**src/gleq_pkg.sv**
```systemverilog
// Constants for the Gen 3 lane equalization preset register pair.
package gleq_pkg;

  // ----------------------------------------------------------------
  // Register offsets and half-word placement
  // ----------------------------------------------------------------
  localparam logic [11:0] GLEQ_OFS_A    = 12'h120;
  localparam logic [11:0] GLEQ_OFS_B    = 12'h124;
  localparam int          GLEQ_HALF_W   = 16;
  localparam int          GLEQ_LANES    = 2;

  // ----------------------------------------------------------------
  // Field positions inside one lane half-word
  // ----------------------------------------------------------------
  localparam int GLEQ_PH1_LSB = 0;
  localparam int GLEQ_RXH_LSB = 4;
  localparam int GLEQ_TXP_LSB = 8;
  localparam int GLEQ_TXH_LSB = 12;
  localparam int GLEQ_PRE_W   = 4;
  localparam int GLEQ_HINT_W  = 3;

  // Bits that exist on each port type; the rest read as zero.
  localparam logic [15:0] GLEQ_DSP_MASK = 16'h7F7F;
  localparam logic [15:0] GLEQ_USP_MASK = 16'h7F00;

  // Position of the cross-link bit inside the 3-bit margin field.
  localparam int GLEQ_XLINK_BIT = 1;

  // ----------------------------------------------------------------
  // Reset values
  // ----------------------------------------------------------------
  localparam logic [3:0] GLEQ_US_PRE_RST  = 4'hF;
  localparam logic [2:0] GLEQ_US_HINT_RST = 3'h7;
  localparam logic [3:0] GLEQ_DS_PRE_RST  = 4'h0;
  localparam logic [2:0] GLEQ_DS_HINT_RST = 3'h0;

endpackage

```
**src/gleq_lane.sv**
```systemverilog
// Sticky equalization preset and hint fields of one lane.
`timescale 1ns/10ps
`default_nettype none
module gleq_lane
  import gleq_pkg::*;
(
  // Clock and reset
  input  wire logic        clock,
  input  wire logic        rst,
  // Port mode
  input  wire logic        init,
  input  wire logic        is_dsp,
  input  wire logic        cap_en,
  // Received equalization TS2
  input  wire logic        rx_vld,
  input  wire logic [3:0]  rx_preset,
  input  wire logic [2:0]  rx_hint,
  // Loads
  input  wire logic        usr_ld,
  input  wire logic [3:0]  usr_preset,
  input  wire logic        ee_ld,
  input  wire logic [15:0] ee_data,
  // Field image
  output logic      [15:0] fld
);

  logic [3:0] ph1_q, ph1_d;
  logic [2:0] rxh_q, rxh_d;
  logic [3:0] txp_q, txp_d;
  logic [2:0] txh_q, txh_d;

  // ----------------------------------------------------------------
  // Next values
  // ----------------------------------------------------------------
  always_comb begin
    ph1_d = ph1_q;
    rxh_d = rxh_q;
    txp_d = txp_q;
    txh_d = txh_q;
    if (init && !is_dsp) begin
      txp_d = GLEQ_US_PRE_RST;
      txh_d = GLEQ_US_HINT_RST;
    end else if (is_dsp) begin
      if (ee_ld) begin
        ph1_d = ee_data[GLEQ_PH1_LSB +: GLEQ_PRE_W];
        rxh_d = ee_data[GLEQ_RXH_LSB +: GLEQ_HINT_W];
        txp_d = ee_data[GLEQ_TXP_LSB +: GLEQ_PRE_W];
        txh_d = ee_data[GLEQ_TXH_LSB +: GLEQ_HINT_W];
      end
      if (usr_ld) begin
        ph1_d = usr_preset;
        txp_d = usr_preset;
      end
      // The received hint is only recorded, never fed to receivers.
      if (rx_vld) begin
        rxh_d = rx_hint;
      end
    end else if (cap_en && rx_vld) begin
      txp_d = rx_preset;
      txh_d = rx_hint;
    end
  end

  // Only the power-on reset clears these; link resets leave them.
  always_ff @(posedge clock or posedge rst) begin
    if (rst) begin
      ph1_q <= GLEQ_DS_PRE_RST;
      rxh_q <= GLEQ_DS_HINT_RST;
      txp_q <= GLEQ_DS_PRE_RST;
      txh_q <= GLEQ_DS_HINT_RST;
    end else begin
      ph1_q <= ph1_d;
      rxh_q <= rxh_d;
      txp_q <= txp_d;
      txh_q <= txh_d;
    end
  end

  assign fld = {1'b0, txh_q, txp_q, 1'b0, rxh_q, ph1_q};

endmodule
`default_nettype wire

```
**src/gleq_regs.sv**
```systemverilog
// Register pair for the lane 5 and lane 6 equalization presets.
`timescale 1ns/10ps
`default_nettype none
module gleq_regs
  import gleq_pkg::*;
#(
  parameter int LANES = GLEQ_LANES
)
(
  // Clock and reset
  input  wire logic                  clock,
  input  wire logic                  rst,
  // Port configuration
  input  wire logic                  is_dsp,
  input  wire logic [2:0]            tx_margin,
  // Configuration read port
  input  wire logic                  cfg_rd,
  input  wire logic [11:0]           cfg_addr,
  output logic                       cfg_ack,
  output logic      [31:0]           cfg_rdata,
  // User lane equalization control load
  input  wire logic [LANES-1:0]      usr_ld,
  input  wire logic [3:0]            usr_preset,
  // Serial EEPROM or I2C load
  input  wire logic [LANES-1:0]      ee_ld,
  input  wire logic [15:0]           ee_data,
  // Received equalization TS2s
  input  wire logic [LANES-1:0]      rx_vld,
  input  wire logic [LANES*4-1:0]    rx_preset,
  input  wire logic [LANES*3-1:0]    rx_hint,
  // Transmit side
  output logic      [LANES*4-1:0]    ph1_preset,
  output logic      [LANES*4-1:0]    ts2_preset,
  output logic      [LANES*3-1:0]    ts2_hint
);

  logic [LANES-1:0][15:0] fld;
  logic                   init_q, init_d;
  logic                   ack_q, ack_d;
  logic [31:0]            rdata_q, rdata_d;
  logic                   cap_en;

  // ----------------------------------------------------------------
  // Helpers
  // ----------------------------------------------------------------
  // Masks a lane image to the bits that exist on this port type.
  function automatic logic [15:0] lane_view(input logic [15:0] f,
                                            input logic        dsp);
    lane_view = f & (dsp ? GLEQ_DSP_MASK : GLEQ_USP_MASK);
  endfunction

  // Capture is legal only on an upstream port with cross-link cleared.
  assign cap_en = !is_dsp && !tx_margin[GLEQ_XLINK_BIT];

  // ----------------------------------------------------------------
  // Lane fields
  // ----------------------------------------------------------------
  for (genvar g = 0; g < LANES; g++) begin : g_lane
    gleq_lane u_lane (
      .clock      (clock),
      .rst        (rst),
      .init       (init_q),
      .is_dsp     (is_dsp),
      .cap_en     (cap_en),
      .rx_vld     (rx_vld[g]),
      .rx_preset  (rx_preset[g*4 +: 4]),
      .rx_hint    (rx_hint[g*3 +: 3]),
      .usr_ld     (usr_ld[g]),
      .usr_preset (usr_preset),
      .ee_ld      (ee_ld[g]),
      .ee_data    (ee_data),
      .fld        (fld[g])
    );
    assign ph1_preset[g*4 +: 4] =
      fld[g][GLEQ_PH1_LSB +: GLEQ_PRE_W];
    assign ts2_preset[g*4 +: 4] =
      fld[g][GLEQ_TXP_LSB +: GLEQ_PRE_W];
    assign ts2_hint[g*3 +: 3] =
      fld[g][GLEQ_TXH_LSB +: GLEQ_HINT_W];
  end

  // ----------------------------------------------------------------
  // Init pulse and read port
  // ----------------------------------------------------------------
  // The async reset cannot load a port-type dependent value, so the
  // upstream defaults are written on the first edge after release.
  always_comb begin
    init_d  = 1'b0;
    ack_d   = cfg_rd;
    rdata_d = rdata_q;
    if (cfg_rd) begin
      unique case (cfg_addr)
        GLEQ_OFS_A: rdata_d = {lane_view(fld[0], is_dsp),
                               16'h0000};
        GLEQ_OFS_B: rdata_d = {16'h0000,
                               lane_view(fld[1], is_dsp)};
        default:    rdata_d = 32'h0000_0000;
      endcase
    end
  end

  always_ff @(posedge clock or posedge rst) begin
    if (rst) begin
      init_q  <= 1'b1;
      ack_q   <= 1'b0;
      rdata_q <= 32'h0000_0000;
    end else begin
      init_q  <= init_d;
      ack_q   <= ack_d;
      rdata_q <= rdata_d;
    end
  end

  assign cfg_ack   = ack_q;
  assign cfg_rdata = rdata_q;

  for (genvar a = 0; a < LANES; a++) begin : g_chk

  end
endmodule
`default_nettype wire

```
**config.mk**
```make
export PLATFORM = sky130hd
export DESIGN_NAME = gleq_regs
export DESIGN_NICKNAME = d
export VERILOG_FILES = /design/src/gleq_pkg.sv /design/src/gleq_lane.sv /design/src/gleq_regs.sv
export SDC_FILE = /design/constraint.sdc
export NUM_CORES = 1
export LEC_CHECK = 0
export ABC_AREA = 1
export BUFFER_PORTS_ARGS = -buffer_cell sky130_fd_sc_hd__buf_2
export CORE_MARGIN = 3
export CORE_UTILIZATION = 50
export DETAILED_ROUTE_END_ITERATION = 8
export PLACE_DENSITY = 0.89
export SYNTH_ARGS = -nofsm -noshare
export SYNTH_HDL_FRONTEND = slang
export SYNTH_HIERARCHICAL = 1
export SYNTH_SLANG_ARGS = --single-unit
```
**constraint.sdc**
```tcl
create_clock -name clock -period 1.6 [get_ports clock]
set_clock_uncertainty 0.15 [all_clocks]
set_input_delay 0.32 -clock clock [delete_from_list [all_inputs] [get_ports clock]]
set_output_delay 0.32 -clock clock [all_outputs]
set_load 0.05 [all_outputs]
```
Word-level counts from Yosys, hierarchy flattened
Index checks and enable logic that the tools add are counted.
Widths: inputs -> output; s select.
{"block": "word_totals", "reg_bits": 62, "in_bits": 59, "output_inout_bits": 55, "wordCells": 68}
{"block": "classes", "eq_ne": 6, "n_mux": 28, "bitwise_logic": 3, "n_reduce_logical": 20}
{"op": "$pmux 32 s2", "count": 1}
{"op": "$mux 4", "count": 14}
{"op": "$mux 3", "count": 12}
{"op": "$eq 12x9->1 const B", "count": 2}
{"op": "$and 15x16->16", "count": 1}
{"op": "$and 15x15->15", "count": 1}
{"op": "$reduce_and 3->1", "count": 4}
{"op": "$ne 4x1->1 const B", "count": 2}
{"op": "$reduce_and 2->1", "count": 4}
{"op": "$reduce_bool 2->1", "count": 4}
{"op": "$mux 7", "count": 1}
{"op": "$ne 3x1->1 const B", "count": 2}
{"op": "$reduce_bool 3->1", "count": 2}
{"op": "$logic_and 1x1->1", "count": 4}
{"op": "$logic_not 1->1", "count": 2}
{"op": "$not 1->1", "count": 1}

Depth between registers and ports, before layout
{"block": "logic_depth", "word_depth": 6, "depth_mapped": 7, "mapped_depth_nobuf": 7}

Hierarchy
The synthesis kept the hierarchy.
{"module": "gleq_regs", "n_inst": 1, "cells_per_inst": 203, "area_each_um2": 1679.1}
{"module": "gleq_lane", "n_inst": 2, "cells_per_inst": 105, "area_each_um2": 784.5}

Worst setup path after synthesis
Ideal clock, no wire load.
{"block": "synth_timing", "path_type": "flip-flop to flip-flop", "start": "reg init_q", "end": "reg g_lane[0].u_lane.txp_q[0]", "setup_ps": 119, "arrival_ps": 931, "required_ps": 1331, "slack_ps": 401, "path_stages_with_launch": 6, "n_path_buf": 0, "path_cell_list": "dfstp_2 > nor2_4 > nand2_2 > nand2_1 > nand2_1 > nand2_1"}
{"block": "synth_between", "elab_chain_cells": 3, "elab_cells_between_ends": 5}
{"element": "start: declaration", "line": "gleq_regs.sv:38", "text": "logic init_q, init_d;"}
{"element": "start signal: assignment", "line": "gleq_regs.sv:108", "text": "init_q <= init_d;"}
{"element": "$logic_and 1x1->1 *", "line": "gleq_lane.sv:40", "text": "if (init && !is_dsp) begin"}
{"element": "$ne 4x1->1 (no source line) or $reduce_bool 3->1 (tied branches)"}
{"element": "$reduce_and 2->1 (no source line)"}
{"element": "end signal: assignment", "line": "gleq_lane.sv:74", "text": "txp_q <= txp_d;"}
{"element": "end: declaration", "line": "gleq_lane.sv:29", "text": "logic [3:0] txp_q, txp_d;"}
Mark *: on every way between the ends. The rest lies on a longest branch, timed or not.
A chain may end at the register's enable or synchronous reset.

Final worst setup path
{"block": "layout_timing", "start": "reg g_lane[0].u_lane.txh_q[2]", "end": "out ts2_hint[2]"}
{"element": "start: declaration", "line": "gleq_lane.sv:30", "text": "logic [2:0] txh_q, txh_d;"}
{"element": "start signal: assignment", "line": "gleq_lane.sv:75", "text": "txh_q <= txh_d;"}
{"element": "end: declaration", "line": "gleq_regs.sv:34", "text": "output logic [LANES*3-1:0] ts2_hint"}
No word-level cell between the ends.

==> summary.md <==
| Metric | Value |
|---|---|
| CTS tree | yes |
| Hold_buf cts | 1 |
| Die area | roughly 7400 um^2 |
| WP buf/inv | 1 |
| Pwr Total | about 3.9 mW |
| Global-route wire length before repair | between 10000 and 15000 um |
| Reg-to-Reg End | g_lane[0].u_lane/txp_q[3]$_DFFE_PP0P_ |
| CTS buffer count | 9 |
| Family with the most delay on the worst path | flip-flops |
| Std cell rows | 28 |
| Routed WL per cell | 13.9 um |
| Fmax | ~660 MHz |
| Detail-routed via count per cell | around 5.1 |
| Netlist Area Pre-Place | roughly 3200 um^2 |
| Worst flop-to-flop path startpoint | init_q$_DFF_PP1_ |
| Congestion Overflow GR | 0 |
| Drt pass-1 iters | 5 |
| Seq. cell area | 1450 um^2 |
| Setup Crit Path Kind | reg2out |
| Starting Density | between 50% and 60% |
| Multi-input combinational cell area | ~1400 um^2 |
| Count of final setup violators | 0 |
| Hold slack final | 0.161 ns |
| Flop-to-flop setup slack | slightly below 0.3 ns |
| Clk sinks | 58 |
| VDD IR max | a little under 0.0005 V |
| Layout fillers | between 500 and 600 |
| CP max-delay cell | dfrtp_1 |
| N_diodes | 0 |
| Post-synthesis cell count | roughly 410 |
| Crit path DAT | around 1.1 ns |
| Max-slew violation total from the final report | 0 |
| Port Buf Inserts | approximately 110 |
| Initial antenna violation count | 0 |
| Share of cells above drive strength 1 | approximately 33% |
| DRC Markers | 0 |
| Chip height | about 86 um |
| Clk pin slew, worst setup/hold paths | about 0.06 ns |
| RSZ-0062 raised after global routing | false |
| Worst Tran Pin Value | 0.575 ns |
| Post-CTS Setup Bufs | 0 |
| Minimum clock period after layout | 1.52 ns |
| Critical Path Source Type | flip-flop |
| Length in cells of the worst reg-to-reg path | 5 |
| Rel. slew slack | 61.6% |
| Final period util | 94.7% |
| Syn avg cell area | roughly 8 um^2 |
| Min-delay worst type | in2reg |
| Fin. Hold Viols | 0 |
| CTS H-tree lvls | 3 |
| Top-Level Pins | between 100 and 150 |
| Worst Hold End | g_lane[1].u_lane/ph1_q[1]$_DFFE_PP0P_ |
| Worst-Skew Late Latency | approximately 0.33 ns |
| Synth warn | 6 |
| Pleak | ~2.4 nW |
| RePlAce Congestion | approximately 0.9 |
| Remaining antenna violation count after routing | 0 |
| Vias | slightly above 3000 |
| Crit Path Max Fanout | 3 |
| CTS resizes | 0 |
| Hold_sp | ee_data[1] |
| Routed WL | 8340 um |
| Status | finished clean |
| Crit-path max cell delay | around 0.42 ns |
| Final nets | a little under 600 |
| Max-cap violations | 0 |
| Critical Path RT | about 1.1 ns |
| Crit-path cells | buf_2 |
| Power Density | 982 nW/um^2 |
| Worst Hold Depth | 3 |
| Total global-route track usage | 23.8% |
| P&R area growth vs syn | 24.6% |
| Total negative slack | 0 ns |
| Vias in the first global route | 2920 |
| CTS Root Cell | clkbuf_8 |
| Core area | roughly 6100 um^2 |
| Bufs on Longest Clock Path | 2 |
| Critical Path End Type | output port |
| Die X | around 86 um |
| Largest net degree at the start of global routing | 29 |
| Post-DP HPWL | between 6000 and 7000 um |
| Iter 0 DRT Violations | between 300 and 400 |
worst max-delay path by stage:
| stage | slack, ns | from | cells after the start | to |
|---|---|---|---|---|
| 2_1_floorplan | 0.40 | init_q$_DFF_PP1_ | 5 | g_lane[0].u_lane/txp_q[0]$_DFFE_PP0P_ |
| 3_3_place_gp | 0.17 | is_dsp | 8 | g_lane[1].u_lane/txh_q[1]$_DFFE_PP0P_ |
| 3_5_place_dp | 0.10 | is_dsp | 8 | g_lane[1].u_lane/txh_q[1]$_DFFE_PP0P_ |
| 4_1_cts | 0.08 | g_lane[0].u_lane/txh_q[2]$_DFFE_PP0P_ | 1 | ts2_hint[2] |
| 5_1_grt | 0.07 | g_lane[0].u_lane/txh_q[2]$_DFFE_PP0P_ | 1 | ts2_hint[2] |
| 6_report | 0.08 | g_lane[0].u_lane/txh_q[2]$_DFFE_PP0P_ | 1 | ts2_hint[2] |
metal layers:
metal	routed length [um]	global-route usage, %
met5	0	0
met4	136	9.06
met3	498	3.75
met2	4160	38.6
met1	3540	32.1
tightest hold or removal path, delay by kind of cell:
kind,cells,cell delay [ns]
AO/OA/AOI/OAI,2,0.19
buffers and inverters,1,0.08
layout by cell type (no fill, tap or decap), drive strengths merged:
master       instances
buf                112
a21boi               8
dfstp                1
dfrtp               57
nand4                8
nor2                49
a21oi               22
conb                 5
dlygate4sd3          1
nand2              144
nand3               38
o21ai                8
bufinv               1
inv                 58
clkbuf              13
clkinv               1
layout make-up:
cell class	instances	share of cell area (%)
inverter	58	5.57
tap	75	2.35
sequential	58	36.3
clock buffer	13	4.22
timing repair buffer	113	15.3
multi-input combinational	282	35.3
clock inverter	2	0.876
per-stage QoR:
| stage | instances | utilization [%] | setup slack (ns) | cell area (um^2) |
|---|---|---|---|---|
| 2_1_floorplan | 411 | - | 0.401 | 3230 |
| 3_3_place_gp | 585 | 62.4 | 0.170 | 3780 |
| 3_5_place_dp | 585 | 62.4 | 0.105 | 3780 |
| 4_1_cts | 601 | 66.0 | 0.0820 | 4000 |
| 5_1_grt | 601 | 66.0 | 0.0682 | 4000 |
| 6_report | 601 | 66.0 | 0.0843 | 4000 |
flip-flops by register name, summed over array words and instances (netlist names):
name                 count
init_q                   1
cfg_rdata               28
cfg_ack                  1
g_lane.u_lane/ph1_q      8
g_lane.u_lane/txh_q      6
g_lane.u_lane/rxh_q      6
g_lane.u_lane/txp_q      8
power by group:
group / internal (mW) / total (mW) / switching, mW
Clock: 0.837 / 1.39 / 0.552
Sequential: 1.57 / 1.65 / 0.0859
Combinational: 0.231 / 0.884 / 0.653
No activity file was read; power rests on OpenSTA's default activity.
